### config.mk
export PLATFORM = sky130hd
export DESIGN_NAME = ecs_decoder
export DESIGN_NICKNAME = d
export VERILOG_FILES = /design/src/ecs_decoder.v
export VERILOG_INCLUDE_DIRS = /design/src
export SDC_FILE = /design/constraint.sdc
export NUM_CORES = 1
export LEC_CHECK = 0
export ABC_AREA = 1
export BUFFER_PORTS_ARGS = -buffer_cell sky130_fd_sc_hd__buf_2
export CAP_MARGIN = 10
export CORE_ASPECT_RATIO = 2
export CORE_MARGIN = 1
export CORE_UTILIZATION = 49
export CTS_CLUSTER_DIAMETER = 200
export DETAILED_ROUTE_END_ITERATION = 8
export GPL_ROUTABILITY_DRIVEN = 0
export PLACE_DENSITY = 0.75
export SETUP_SLACK_MARGIN = 0.2
export SKIP_CTS_REPAIR_TIMING = 1
export SLEW_MARGIN = 25
export SYNTH_ARGS = -nofsm -noshare
export SYNTH_HDL_FRONTEND = slang
export SYNTH_HIERARCHICAL = 1
export SYNTH_SLANG_ARGS = --single-unit
### constraint.sdc
create_clock -name clock_in -period 2.1 [get_ports clock_in]
set_clock_uncertainty 0.05 [all_clocks]
set_input_delay 0.105 -clock clock_in [delete_from_list [all_inputs] [get_ports clock_in]]
set_output_delay 0.105 -clock clock_in [all_outputs]
set_load 0.05 [all_outputs]
### src/ecs_map.vh
// constants for the external chip select decoder
// assumes an 8-bit control byte and 8-bit bounds per select
`ifndef ECS_MAP_VH
`define ECS_MAP_VH
`define ECS_NUM_SEL 4
`define ECS_CTL_IO_BIT 4
`define ECS_CTL_EN_BIT 3
`define ECS_CTL_WAIT_HI 7
`define ECS_CTL_WAIT_LO 5
`define ECS_CTL_RESET 8'h00
`define ECS_LBR_RESET 8'h00
`define ECS_UBR0_RESET 8'hff
`define ECS_UBRX_RESET 8'h00
`define ECS_MEM_HI 23
`define ECS_MEM_LO 16
`define ECS_IO_HI 15
`define ECS_IO_LO 8
`define ECS_PERIPH_LO 16'h0080
`define ECS_PERIPH_HI 16'h00ff
`define ECS_WAIT_MAX 3'h7
`endif

### src/ecs_decoder.v
// external chip select decoder: four active-low selects, strobes, wait states
// assumes the core gives a registered address, access request and direction
// Behaviour
// RULE1 - four independent active-low chip select outputs numbered 0 to 3
// RULE2 - control bit 4 picks memory (0) or I/O (1) space, never both
// RULE3 - after reset every select is configured for memory space
// RULE4 - a select asserts only when control bit 3 enable is one
// RULE5 - each memory select uses control, lower bound and upper bound registers
// RULE6 - memory hit when address bits 23:16 lie within lower and upper bound
// RULE7 - memory regions have 64 KB granularity, comparing top address byte only
// RULE8 - equal bounds cover exactly one 64 KB page
// RULE9 - lowest-numbered matching enabled select wins, others suppressed
// RULE10 - memory selects assert only during memory accesses, never I/O
// RULE11 - memory win drives select, memory request and read or write low
// RULE12 - an I/O select decodes exactly one 256-byte I/O section
// RULE13 - each select supports programmable wait states up to seven
// RULE14 - reset bounds: select 0 is 00h..FFh, others 00h..00h
// RULE15 - wait count is control bits 7:5, idling core that many cycles; code loads it only for a hit after a cycle with no access
// RULE16 - I/O match when address bits 15:8 equal lower bound
// RULE17 - no I/O select for 0080h..00FFh; I/O match drives I/O request
// RULE18 - select lines stay high unless all their conditions hold
// RULE19 - external device answers only with its select and request low
`include "ecs_map.vh"
module ecs_decoder #(
	parameter NSEL = `ECS_NUM_SEL
) (
	input wire clock_in,
	input wire rst_n_in,
	input wire [23:0] addr_in,
	input wire mem_access_in,
	input wire io_access_in,
	input wire write_in,
	input wire [7:0] select_control_reg_0_in,
	input wire [7:0] select_control_reg_1_in,
	input wire [7:0] select_control_reg_2_in,
	input wire [7:0] select_control_reg_3_in,
	input wire [7:0] lower_bound_reg_0_in,
	input wire [7:0] lower_bound_reg_1_in,
	input wire [7:0] lower_bound_reg_2_in,
	input wire [7:0] lower_bound_reg_3_in,
	input wire [7:0] upper_bound_reg_0_in,
	input wire [7:0] upper_bound_reg_1_in,
	input wire [7:0] upper_bound_reg_2_in,
	input wire [7:0] upper_bound_reg_3_in,
	input wire cfg_load_in,
	output reg select_line_0_n_out,
	output reg select_line_1_n_out,
	output reg select_line_2_n_out,
	output reg select_line_3_n_out,
	output reg memory_request_strobe_n_out,
	output reg io_request_strobe_n_out,
	output reg read_strobe_n_out,
	output reg write_strobe_n_out,
	output reg core_wait_out
);
	// configuration is latched on cfg_load_in so reset values are well defined
	wire [3:0] hit;
	wire [3:0] slot_io;
	wire [11:0] slot_wait;
	reg [2:0] wait_cnt_q;
	reg [2:0] wait_cnt_d;
	reg [3:0] win;
	reg any_win;
	reg win_io;
	reg [2:0] win_wait;
	reg prev_access_q;
	integer j;
	wire [7:0] mem_byte = addr_in[`ECS_MEM_HI:`ECS_MEM_LO];
	wire [7:0] io_byte = addr_in[`ECS_IO_HI:`ECS_IO_LO];
	wire [15:0] io_addr = addr_in[15:0];
	wire access = mem_access_in | io_access_in;
	// RULE17 on-chip peripheral window
	wire periph = (io_addr >= `ECS_PERIPH_LO) && (io_addr <= `ECS_PERIPH_HI);

	// select 0 bounds span all memory after reset, the others page 00h; all start disabled
	ecs_sel_slot #(
		.UBR_RESET(`ECS_UBR0_RESET)
	) slot0_u (
		.clock_in(clock_in),
		.rst_n_in(rst_n_in),
		.cfg_load_in(cfg_load_in),
		.ctl_in(select_control_reg_0_in),
		.lbr_in(lower_bound_reg_0_in),
		.ubr_in(upper_bound_reg_0_in),
		.mem_byte_in(mem_byte),
		.io_byte_in(io_byte),
		.mem_access_in(mem_access_in),
		.io_access_in(io_access_in),
		.periph_in(periph),
		.hit_out(hit[0]),
		.io_space_out(slot_io[0]),
		.wait_out(slot_wait[2:0])
	);

	ecs_sel_slot #(
		.UBR_RESET(`ECS_UBRX_RESET)
	) slot1_u (
		.clock_in(clock_in),
		.rst_n_in(rst_n_in),
		.cfg_load_in(cfg_load_in),
		.ctl_in(select_control_reg_1_in),
		.lbr_in(lower_bound_reg_1_in),
		.ubr_in(upper_bound_reg_1_in),
		.mem_byte_in(mem_byte),
		.io_byte_in(io_byte),
		.mem_access_in(mem_access_in),
		.io_access_in(io_access_in),
		.periph_in(periph),
		.hit_out(hit[1]),
		.io_space_out(slot_io[1]),
		.wait_out(slot_wait[5:3])
	);

	ecs_sel_slot #(
		.UBR_RESET(`ECS_UBRX_RESET)
	) slot2_u (
		.clock_in(clock_in),
		.rst_n_in(rst_n_in),
		.cfg_load_in(cfg_load_in),
		.ctl_in(select_control_reg_2_in),
		.lbr_in(lower_bound_reg_2_in),
		.ubr_in(upper_bound_reg_2_in),
		.mem_byte_in(mem_byte),
		.io_byte_in(io_byte),
		.mem_access_in(mem_access_in),
		.io_access_in(io_access_in),
		.periph_in(periph),
		.hit_out(hit[2]),
		.io_space_out(slot_io[2]),
		.wait_out(slot_wait[8:6])
	);

	ecs_sel_slot #(
		.UBR_RESET(`ECS_UBRX_RESET)
	) slot3_u (
		.clock_in(clock_in),
		.rst_n_in(rst_n_in),
		.cfg_load_in(cfg_load_in),
		.ctl_in(select_control_reg_3_in),
		.lbr_in(lower_bound_reg_3_in),
		.ubr_in(upper_bound_reg_3_in),
		.mem_byte_in(mem_byte),
		.io_byte_in(io_byte),
		.mem_access_in(mem_access_in),
		.io_access_in(io_access_in),
		.periph_in(periph),
		.hit_out(hit[3]),
		.io_space_out(slot_io[3]),
		.wait_out(slot_wait[11:9])
	);

	// RULE9 lowest number wins
	always @* begin
		win = 4'h0;
		win_io = 1'b0;
		win_wait = 3'h0;
		if (hit[0]) begin
			win = 4'h1;
		end else if (hit[1]) begin
			win = 4'h2;
		end else if (hit[2]) begin
			win = 4'h4;
		end else if (hit[3]) begin
			win = 4'h8;
		end
		for (j = 0; j < 4; j = j + 1) begin
			if (win[j]) begin
				win_io = slot_io[j];
				win_wait = slot_wait[j * 3 +: 3];
			end
		end
		any_win = |win;
	end

	// RULE13 up to seven wait states
	// RULE15 wait count from control bits
	always @* begin
		wait_cnt_d = wait_cnt_q;
		if (any_win && !prev_access_q) begin
			wait_cnt_d = win_wait;
		end else if (wait_cnt_q != 3'h0) begin
			wait_cnt_d = wait_cnt_q - 3'h1;
		end
	end

	// RULE11 select plus request plus direction
	// RULE17 io request on io match
	// RULE18 lines high otherwise
	always @(posedge clock_in) begin
		if (!rst_n_in) begin
			select_line_0_n_out <= 1'b1;
			select_line_1_n_out <= 1'b1;
			select_line_2_n_out <= 1'b1;
			select_line_3_n_out <= 1'b1;
			memory_request_strobe_n_out <= 1'b1;
			io_request_strobe_n_out <= 1'b1;
			read_strobe_n_out <= 1'b1;
			write_strobe_n_out <= 1'b1;
			core_wait_out <= 1'b0;
			wait_cnt_q <= 3'h0;
			prev_access_q <= 1'b0;
		end else begin
			select_line_0_n_out <= ~win[0];
			select_line_1_n_out <= ~win[1];
			select_line_2_n_out <= ~win[2];
			select_line_3_n_out <= ~win[3];
			memory_request_strobe_n_out <= ~(any_win && !win_io);
			io_request_strobe_n_out <= ~(any_win && win_io);
			read_strobe_n_out <= ~(any_win && !write_in);
			write_strobe_n_out <= ~(any_win && write_in);
			// stall is held while counting so the core sees whole cycles
			core_wait_out <= (wait_cnt_d != 3'h0);
			wait_cnt_q <= wait_cnt_d;
			prev_access_q <= access;
		end
	end
endmodule // ecs_decoder

// one select: its three configuration bytes and its own address match
module ecs_sel_slot #(
	parameter [7:0] UBR_RESET = `ECS_UBRX_RESET
) (
	input wire clock_in,
	input wire rst_n_in,
	input wire cfg_load_in,
	input wire [7:0] ctl_in,
	input wire [7:0] lbr_in,
	input wire [7:0] ubr_in,
	input wire [7:0] mem_byte_in,
	input wire [7:0] io_byte_in,
	input wire mem_access_in,
	input wire io_access_in,
	input wire periph_in,
	output wire hit_out,
	output wire io_space_out,
	output wire [2:0] wait_out
);
	reg [7:0] ctl_q;
	reg [7:0] lbr_q;
	reg [7:0] ubr_q;
	wire mem_hit;
	wire io_hit;

	// RULE3 memory space reset
	// RULE14 bound reset values
	// RULE5 three registers per select
	always @(posedge clock_in) begin
		if (!rst_n_in) begin
			ctl_q <= `ECS_CTL_RESET;
			lbr_q <= `ECS_LBR_RESET;
			ubr_q <= UBR_RESET;
		end else if (cfg_load_in) begin
			ctl_q <= ctl_in;
			lbr_q <= lbr_in;
			ubr_q <= ubr_in;
		end
	end

	// RULE6 range on top byte
	// RULE7 64 KB granularity
	// RULE8 equal bounds one page
	// RULE10 memory cycles only
	assign mem_hit = mem_access_in && (mem_byte_in >= lbr_q) && (mem_byte_in <= ubr_q);
	// RULE12 one 256-byte section
	// RULE16 high io byte equals lower bound
	// RULE17 peripheral window excluded
	assign io_hit = io_access_in && !periph_in && (io_byte_in == lbr_q);
	// RULE4 enable gate
	// RULE2 one space only
	assign hit_out = ctl_q[`ECS_CTL_EN_BIT] && (ctl_q[`ECS_CTL_IO_BIT] ? io_hit : mem_hit);
	assign io_space_out = ctl_q[`ECS_CTL_IO_BIT];
	assign wait_out = ctl_q[`ECS_CTL_WAIT_HI:`ECS_CTL_WAIT_LO];
endmodule // ecs_sel_slot

==> results.yml, run 1 <==
run_status:
  status: "finished, violations left"
  violations: "negative hold slack, negative setup slack"
synthesis:
  yosysTopAreaCell: "dfxtp_1"
  async_flop_share_pct: 0
  synthFlopType: "dfxtp_1"
  mappedNetlistArea_mm2: 0.005829
  yosys_warnings: 6
  syn_avg_cell_area_um2: 6.948
  synth_edf_count: 0
  synth_area_leaders: "dfxtp_1 33%, ha_1 14%, nand2_1 11%"
  synth_nets: 1032
  yosys.cell_types.count: 27
  synthCells: 839
  synthDominantCellAreaShare_pct: 33.31
  synth-seq-cells: 97
  ys_seq_area_share_pct: 33.31
detailed_routing:
  wl_per_cell_um: 15.20
  routed_wl_mm: 18.06
  ant_nets: 0
  dr.pass1.iters: 5
  vias: 6314
  via_per_inst: 5.315
  drt_iter0_markers: 412
  drcViolationCount: 0
floorplan:
  pin_count: 135
  die_x_um: 79.13
  coreArea_mm2: 0.01163
  start_util_pct: 50.12
  placementRows: 56
  dieArea_mm2: 0.01236
  dieHeight_um: 156.3
worst_setup_path:
  required_ps: 2290
  cp_max_fo: 6
  arrival_ps: 2420
  worst-setup-path-type: "reg2reg"
  endpoint_kind: "flop"
  critPathLaunchType: "flop"
cells_and_area:
  fin_util_pct: 70.69
  fin_area_mm2: 0.008222
  layout-drive-gt1-share_pct: 37.68
  fin_nets: 1232
  area_growth_pct: 41.04
  antenna_cells: 0
  register_area_mm2: 0.001982
  multi_input_area_mm2: 0.003795
  nFillCells: 935
global_route:
  grt_max_degree: 37
  grt_pass1_vias: 5519
  globalRouteOverflowTotal: 0
  grt_use_total_pct: 26.25
  grt_antenna_before_repair: 0
  grt_first_pass_wirelength_mm: 24.87
clock_tree:
  cts_tree: "done"
  numCtsBuffers: 9
  cts_root_buffer: "clkbuf_16"
  cts_sinks: 97
  clockBufferDepth: 2
  clock_latency_ps: 350
  cts.clk_slew.worst_paths_ps: 70
  h-tree-depth: 3
placed_design:
  post-place-ws_ps: -159.9
  dp_hpwl_mm: 11.95
  placedInstanceArea_mm2: 0.007013
  port_buffers: 115
sta:
  rsz0062_at_grt: "yes"
  fin_crit_sh_pct: 106.6
  holdWs_ps: -52.62
  tns_ps: -714.7
  min_period_ps: 2239
  tightest_slew_ps: 713.1
  drv_slew: 0
  hold_violations: 19
  setup-violations-final: 8
  max_freq_mhz: 446.7
  setup_ws_ps: -138.8
  slew_headroom_pct: 52.40
hold_path:
  hold_class: "in2reg"
power_and_ir_drop:
  p_total_mw: 5.136
  irDropWorstVdd_uv: 465.8
  p_per_area_mw_per_mm2: 624.7
  p_leak_nw: 3.974
flow_run:
  maxCapViolCount: 0
[cells by family (layout without fill, tap and decap cells)]
| family | Yosys count | after routing | share of synthesized area (%) |
|---|---|---|---|
| DFF | 97 | 97 | 33.31 |
| buffers and inverters | 166 | 370 | 11.89 |
| and+or+nand+nor | 312 | 312 | 22.32 |
| xor gates and xnor gates | 1 | 1 | 0.1503 |
| adders and majority gates | 67 | 67 | 14.38 |
| AOI/OAI and AO/OA | 196 | 196 | 17.94 |
[power breakdown]
| group | switching (mW) | leakage (nW) | internal (mW) |
|---|---|---|---|
| logic | 0.869 | 3.03 | 0.665 |
| clock network | 0.720 | 0.132 | 0.798 |
| registers | 0.0826 | 0.812 | 2.00 |
| total | 1.67 | 3.97 | 3.46 |
[cells in the final DEF (no fill, tap or decap), types with 2 or more instances in the layout]
cell type,instances
clkbuf_16,9
a21oi_1,75
dfxtp_1,65
o21ai_2,3
nor2_4,8
nor2_2,5
a21oi_4,3
nor2_1,87
ha_1,36
dfxtp_2,32
nand2_2,25
a21oi_2,10
clkinv_2,3
dlygate4sd3_1,31
inv_2,53
buf_4,68
ha_4,31
o21ai_1,15
nand4_1,11
nand3_4,2
buf_6,8
a21o_1,8
nand2_4,2
o21ai_0,81
nand3_2,11
nand3_1,9
nand2_1,150
buf_2,115
inv_1,79
[cell usage after synthesis, types with 2 or more instances]
cell and count:
o21ai_2 3, inv_1 100, nand2_1 168, o21ai_1 15, dfxtp_1 97, a21o_1 8, nand4_1 11, buf_4 13
inv_2 32, ha_1 67, nand3_1 16, buf_2 7, o21ai_0 81, nor2_2 2, clkbuf_2 4, a21oi_2 8
nand2_2 9, clkbuf_1 9, nor2_1 97, nand3_2 6, a21oi_1 80
[path summary, 6_finish.rpt]
path	from	end	slack [ps]	depth (start not counted)
worst max-delay path	slot2_u/ubr_q[3]	core_wait_out	-140	17
worst min register to register	slot3_u/ubr_q[1]	slot3_u/ubr_q[1]	410	2
worst min-delay path	lower_bound_reg_0_in[0]	slot0_u/lbr_q[0]	-50	3
worst max register to register	slot2_u/ubr_q[3]	core_wait_out	-140	17
[sequential cells by signal, summed over array words and instances (netlist names), 8 cells and up]
name	count
slot3_u/ubr_q	8
slot2_u/ubr_q	8
slot3_u/lbr_q	8
slot1_u/lbr_q	8
slot0_u/ubr_q	8
slot0_u/lbr_q	8
slot2_u/lbr_q	8
slot1_u/ubr_q	8
[routing by layer]
layer  track usage (%)  up-vias  wire, um
met5                 0        -         0
met1             28.01     2879      6690
met3             3.382       76       858
met4             15.06        0      1040
met2             48.11      256      9469
li1                  -     3103         -
[cell type report]
cell class,count,area share [%]
multi-input combinational,576,46.16
sequential,97,24.11
timing repair buffer,223,18.32
inverter,132,6.026
clock buffer,10,2.785
tap,145,2.207
clock inverter,5,0.3957
[critical path, stage by stage (launching register included)]
cell and delay (ps):
dfxtp_1 300, inv_1 100, ha_4 210, a21oi_1 170
nand2_1 80, nand2_1 60, nand2_1 70, nand2_2 100
nand3_2 110, a21oi_2 170, buf_6 140, nor2_4 30
nand2_1 80, nand2_2 80, inv_2 90, nand2_1 70
o21ai_2 130, nand3_1 80
[stage by stage]
| step | instances | hold slack (ps) |
|---|---|---|
| after floorplan | 839 | 123.7 |
| after global placement | 1135 | 238.3 |
| after detailed placement | 1135 | 244.3 |
| after CTS | 1150 | -121.9 |
| after global routing | 1188 | -1.570 |
| final | 1188 | -52.62 |
Power figures use the tool's default switching activity.
==> run 2, diff against run 1 <==
--- a/config.mk
+++ b/config.mk
@@ -16,6 +16,7 @@
 export DETAILED_ROUTE_END_ITERATION = 8
 export GPL_ROUTABILITY_DRIVEN = 0
 export PLACE_DENSITY = 0.75
+export RECOVER_POWER = 100
 export SETUP_SLACK_MARGIN = 0.2
 export SKIP_CTS_REPAIR_TIMING = 1
 export SLEW_MARGIN = 25
==> run 2 against run 1 <==
First-iteration DRC count is 11% lower. Sequential cell count stayed put. Non-clock buffer count stayed put. Maximum frequency is 0.29% lower. Combinational power hardly changed. Highest routed layer unchanged. The run still ends with negative hold slack, negative setup slack left. Design area is 0.38% lower. Clock power hardly changed.
==> results.yml, run 2 (synthesis results as in run 1) <==
sta:
  hold_violations: 18
  fin_crit_sh_pct: 106.9
  drv_slew: 0
  setup-violations-final: 8
  max_freq_mhz: 445.4
  holdWs_ps: -48.86
  min_period_ps: 2245
  tightest_slew_ps: 1294
  slew_headroom_pct: 13.70
  setup_ws_ps: -145.3
  rsz0062_at_grt: "yes"
power_and_ir_drop:
  p_leak_nw: 3.950
  p_total_mw: 5.124
  p_per_area_mw_per_mm2: 625.6
  irDropWorstVdd_uv: 463.6
worst_setup_path:
  critical_path.max_stage_delay_ps: 310
  cpMostUsedCell: "nand2_1"
  arrival_ps: 2430
  critPathLaunchType: "flop"
  crit_slowest_cell: "dfxtp_1"
  endpoint_kind: "flop"
  crit_path_cell_trace: "inv_1 -> ha_1 -> a21oi_2 -> nor2_1 -> nor2_1 -> nand2_1 -> nand2_2 -> nand3_4 -> a21oi_4 -> nor2_4 -> nand2_1 -> nand2_2 -> inv_2 -> nand2_1 -> o21ai_2 -> nand3_1"
  required_ps: 2280
  worst-setup-path-type: "reg2reg"
  cp_max_fo: 8
cells_and_area:
  fin_nets: 1232
  most-common-layout-cells: "150 x nand2_1, 105 x buf_2, 87 x nor2_1, 84 x o21ai_0, 79 x inv_1"
  layout-drive-gt1-share_pct: 36.63
  antenna_cells: 0
  nFillCells: 942
  final_common_cell: "nand2_1"
  fin_util_pct: 70.42
  area_growth_pct: 40.50
run_status:
  status: "finished, violations left"
  violations: "negative hold slack, negative setup slack"
detailed_routing:
  dr.pass1.iters: 5
  vias: 6307
  via_per_inst: 5.309
  wl_per_cell_um: 15.21
  drcViolationCount: 0
  ant_nets: 0
  drt_iter0_markers: 365
  routed_wl_mm: 18.07
floorplan:
  coreArea_mm2: 0.01163
  placementRows: 56
  dieHeight_um: 156.3
  die_x_um: 79.13
  dieArea_mm2: 0.01236
  pin_count: 135
  start_util_pct: 50.12
hold_path:
  hold_class: "in2reg"
global_route:
  grt_pass1_vias: 5519
  grt_antenna_before_repair: 0
  globalRouteOverflowTotal: 0
  grt_first_pass_wirelength_mm: 24.87
  grt_use_total_pct: 26.25
  grt_max_degree: 37
clock_tree:
  cts_sinks: 97
  cts.clk_slew.worst_paths_ps: 70
  cts_root_buffer: "clkbuf_16"
  numCtsBuffers: 9
  clockBufferDepth: 2
  h-tree-depth: 3
  clock_latency_ps: 350
  cts_tree: "done"
placed_design:
  dp_hpwl_mm: 11.95
  port_buffers: 115
flow_run:
  maxCapViolCount: 0
run 2: changes by cell type in the layout (fill, tap and decap cells not counted), sizes merged:
cell,change
buf,-12
clkbuf,+12
run 2: worst paths after layout:
kind	startpoint	end	slack (ps)	cells past startpoint
max reg2reg	slot0_u/ubr_q[4]	core_wait_out	-150	16
min	lower_bound_reg_0_in[0]	slot0_u/lbr_q[0]	-50	3
min reg2reg	slot3_u/ubr_q[1]	slot3_u/ubr_q[1]	410	2
max	slot0_u/ubr_q[4]	core_wait_out	-150	16
run 2: power breakdown:
part | switching (mW) | internal (mW) | leakage (nW)
Sequential | 0.0834 | 2.00 | 0.812
Clock | 0.717 | 0.797 | 0.132
Combinational | 0.868 | 0.656 | 3.01
Total | 1.67 | 3.46 | 3.95
run 2: worst max-delay path: cells and delay by family (launching register included):
kind | cells | cell delay, ps
AND/OR/NAND/NOR | 10 | 930
AO/OA/AOI/OAI | 3 | 480
flip-flops | 1 | 310
adder cells (fa/ha/maj) | 1 | 200
buffers and inverters | 2 | 140
run 2: per-stage QoR:
stage | std cells | hold WS [ps] | TNS, ps | area, um^2 | worst slack (ps)
finish | 1188 | -48.86 | -800.0 | 8190 | -145.3
global route | 1188 | -1.570 | -1665 | 8190 | -232.3
CTS | 1150 | -121.9 | -1026 | 7274 | -192.2
detailed placement | 1135 | 244.3 | -973.7 | 7013 | -159.9
global placement | 1135 | 238.3 | -682.6 | 7013 | -140.3
floorplan | 839 | 123.7 | 0 | 5919 | 120.9
run 2: final cells by class:
class                           count  area, um^2  area share [%]
Clock buffer                       10       229.0           2.796
Inverter                          132       495.5           6.049
Tap cell                          145       181.4           2.215
Timing Repair Buffer              223        1475           18.01
Multi-Input combinational cell    576        3795           46.33
Sequential cell                    97        1982           24.20
Clock inverter                      5       32.53          0.3972
run 2: metal layers:
metal | up-vias | global-route usage [%] | routed length (um)
met2 | 263 | 48.11 | 9427
met5 | - | 0 | 0
met1 | 2867 | 28.01 | 6590
met4 | 0 | 15.06 | 1078
met3 | 78 | 3.382 | 978
li1 | 3099 | - | -
==> run 3, diff against run 2 <==
--- a/config.mk
+++ b/config.mk
@@ -6,16 +6,15 @@
 export SDC_FILE = /design/constraint.sdc
 export NUM_CORES = 1
 export LEC_CHECK = 0
-export ABC_AREA = 1
 export BUFFER_PORTS_ARGS = -buffer_cell sky130_fd_sc_hd__buf_2
 export CAP_MARGIN = 10
 export CORE_ASPECT_RATIO = 2
 export CORE_MARGIN = 1
-export CORE_UTILIZATION = 49
+export CORE_UTILIZATION = 50
 export CTS_CLUSTER_DIAMETER = 200
 export DETAILED_ROUTE_END_ITERATION = 8
 export GPL_ROUTABILITY_DRIVEN = 0
-export PLACE_DENSITY = 0.75
+export PLACE_DENSITY = 0.76
 export RECOVER_POWER = 100
 export SETUP_SLACK_MARGIN = 0.2
 export SKIP_CTS_REPAIR_TIMING = 1
==> run 3 against run 2 <==
The flow finishes with violations (design-rule violations, negative hold slack, negative setup slack). Clock power rose by 11%. Maximum frequency down 13%. Final cell count down 15%. Critical endpoint is now wait_cnt_q[0]. Largest cell class unchanged. Largest power group unchanged.
==> results.yml, run 3 <==
global_route:
  globalRouteOverflowTotal: 0
  grt_use_total_pct: 28.55
  grt_first_pass_wirelength_mm: 26.59
  grt_max_degree: 47
  grt_pass1_vias: 5595
  grt_antenna_before_repair: 0
detailed_routing:
  routed_wl_mm: 18.61
  drcViolationCount: 2
  drt_iter0_markers: 297
  vias: 5506
  dr.pass1.iters: 7
  via_per_inst: 5.479
  wl_per_cell_um: 18.52
  ant_nets: 0
run_status:
  violations: "design-rule violations, negative hold slack, negative setup slack"
  status: "finished, violations left"
clock_tree:
  cts_sinks: 97
  cts.clk_slew.worst_paths_ps: 70
  cts_root_buffer: "clkbuf_16"
  numCtsBuffers: 9
  h-tree-depth: 3
  clock_latency_ps: 350
  clockBufferDepth: 2
  cts_tree: "done"
sta:
  setup_ws_ps: -485.0
  fin_crit_sh_pct: 123.1
  max_freq_mhz: 386.8
  drv_slew: 0
  rsz0062_at_grt: "yes"
  hold_violations: 25
  setup-violations-final: 11
  tightest_slew_ps: 602.5
  holdWs_ps: -34.18
  min_period_ps: 2585
  slew_headroom_pct: 59.83
  tns_ps: -3602
synthesis:
  synthCells: 629
  async_flop_share_pct: 0
  syn_avg_cell_area_um2: 9.453
  synth_nets: 822
  synth_area_leaders: "dfxtp_1 33%, ha_1 14%, mux2i_1 13%"
  synth-seq-cells: 97
  ys_seq_area_share_pct: 32.66
  yosysMostFrequentCell: "dfxtp_1"
  synthFlopType: "dfxtp_1"
  synth_common_cells: "97 x dfxtp_1, 85 x nor2b_1, 78 x mux2i_1, 67 x ha_1, 66 x inv_1"
  mappedNetlistArea_mm2: 0.005946
  yosys.cell_types.count: 37
  yosys_warnings: 6
  synthDominantCellAreaShare_pct: 32.66
  yosysTopAreaCell: "dfxtp_1"
  synth_edf_count: 0
floorplan:
  die_x_um: 79.11
  dieArea_mm2: 0.01236
  placementRows: 56
  dieHeight_um: 156.2
  start_util_pct: 51.12
  pin_count: 135
  coreArea_mm2: 0.01163
cells_and_area:
  nFillCells: 862
  fin_nets: 1047
  final_common_cell: "buf_2"
  most-common-layout-cells: "114 x buf_2, 86 x dfxtp_1, 82 x buf_4, 81 x nor2b_1, 78 x mux2i_1"
  fin_cells: 1005
  layout-drive-gt1-share_pct: 33.99
  area_growth_pct: 39.79
  fin_util_pct: 71.46
worst_setup_path:
  required_ps: 2310
  crit_slowest_cell: "dfxtp_4"
  path_delay_family: "compound AO/OA/AOI/OAI gates"
  cp.buffers_inverters: 4
  critPathLaunchType: "flop"
  crit_path_cell_trace: "inv_1 -> ha_1 -> a41o_1 -> a21oi_2 -> o31ai_1 -> a21o_2 -> buf_6 -> nor4_4 -> o21ai_1 -> o211ai_1 -> buf_4 -> inv_2"
  cp_max_fo: 4
  endpoint_kind: "flop"
  arrival_ps: 2790
  worst-setup-path-type: "reg2reg"
  critical_path.max_stage_delay_ps: 390
power_and_ir_drop:
  p_leak_nw: 3.823
  p_per_area_mw_per_mm2: 613.4
  irDropWorstVdd_uv: 550.5
placed_design:
  dp_hpwl_mm: 13.11
  port_buffers: 115
  dpl.cell_count: 938
flow_run:
  maxCapViolCount: 0
hold_path:
  hold_class: "in2reg"
==> run 3: routing by layer <==
metal	routed length [um]	GRT usage, %	up-vias
met5	0	0	-
met4	1479	21.56	0
met3	814	5.831	95
met2	9751	50.37	204
met1	6565	28.73	2604
li1	-	-	2603
==> run 3: cells by family (layout without fill, tap and decap cells) <==
group	after synthesis	in the layout	synth area share [%]
DFF	97	97	32.66
buffers and inverters	102	332	7.976
muxes	78	78	13.13
adders and majority gates	67	67	14.10
and+or+nand+nor	171	171	17.42
other	0	1	0
xor gates and xnor gates	33	33	4.861
AOI/OAI and AO/OA	81	81	9.849
==> run 3: worst register-to-register path, delay by kind of cell (launching register included) <==
| family | cells | cell delay (ps) |
|---|---|---|
| flip-flops | 1 | 390 |
| adder cells (fa/ha/maj) | 1 | 310 |
| buffers and inverters | 4 | 370 |
| AND/OR/NAND/NOR | 1 | 320 |
| AO/OA/AOI/OAI | 6 | 1050 |
==> run 3: worst paths after layout <==
| check | from | end | slack (ps) | cells past startpoint |
|---|---|---|---|---|
| min reg2reg | slot1_u/ubr_q[1] | slot1_u/ubr_q[1] | 470 | 2 |
| min | lower_bound_reg_3_in[0] | slot3_u/lbr_q[0] | -30 | 3 |
| max reg2reg | slot3_u/lbr_q[5] | wait_cnt_q[0] | -490 | 12 |
| max | slot3_u/lbr_q[5] | wait_cnt_q[0] | -490 | 12 |
==> run 3: where the power goes <==
part / internal [mW] / switching (mW)
clock network: 0.953 / 0.729
registers: 1.97 / 0.0750
logic: 0.684 / 0.689
total: 3.61 / 1.49
==> run 3: area by class of cell <==
| class | count | area, um^2 | share of cell area (%) |
|---|---|---|---|
| inverters | 66 | 247.7 | 2.981 |
| repair buffers | 250 | 1748 | 21.03 |
| clock inverters | 5 | 55.05 | 0.6624 |
| diodes | 1 | 2.502 | 0.03011 |
| well taps | 145 | 181.4 | 2.183 |
| multi-input cells | 430 | 3876 | 46.64 |
| flip-flops and latches | 97 | 1958 | 23.56 |
| clock buffers | 11 | 242.7 | 2.920 |
==> run 3: metrics by stage <==
stage          cell area [um^2]  setup slack, ps  power (mW)
3_3_place_gp               7254           -462.0       3.152
6_report                   8312           -485.0       5.099
5_1_grt                    8309           -638.2       5.305
4_1_cts                    7552           -641.2       4.892
3_5_place_dp               7254           -620.8       3.229
2_1_floorplan              6016           -179.4       2.765
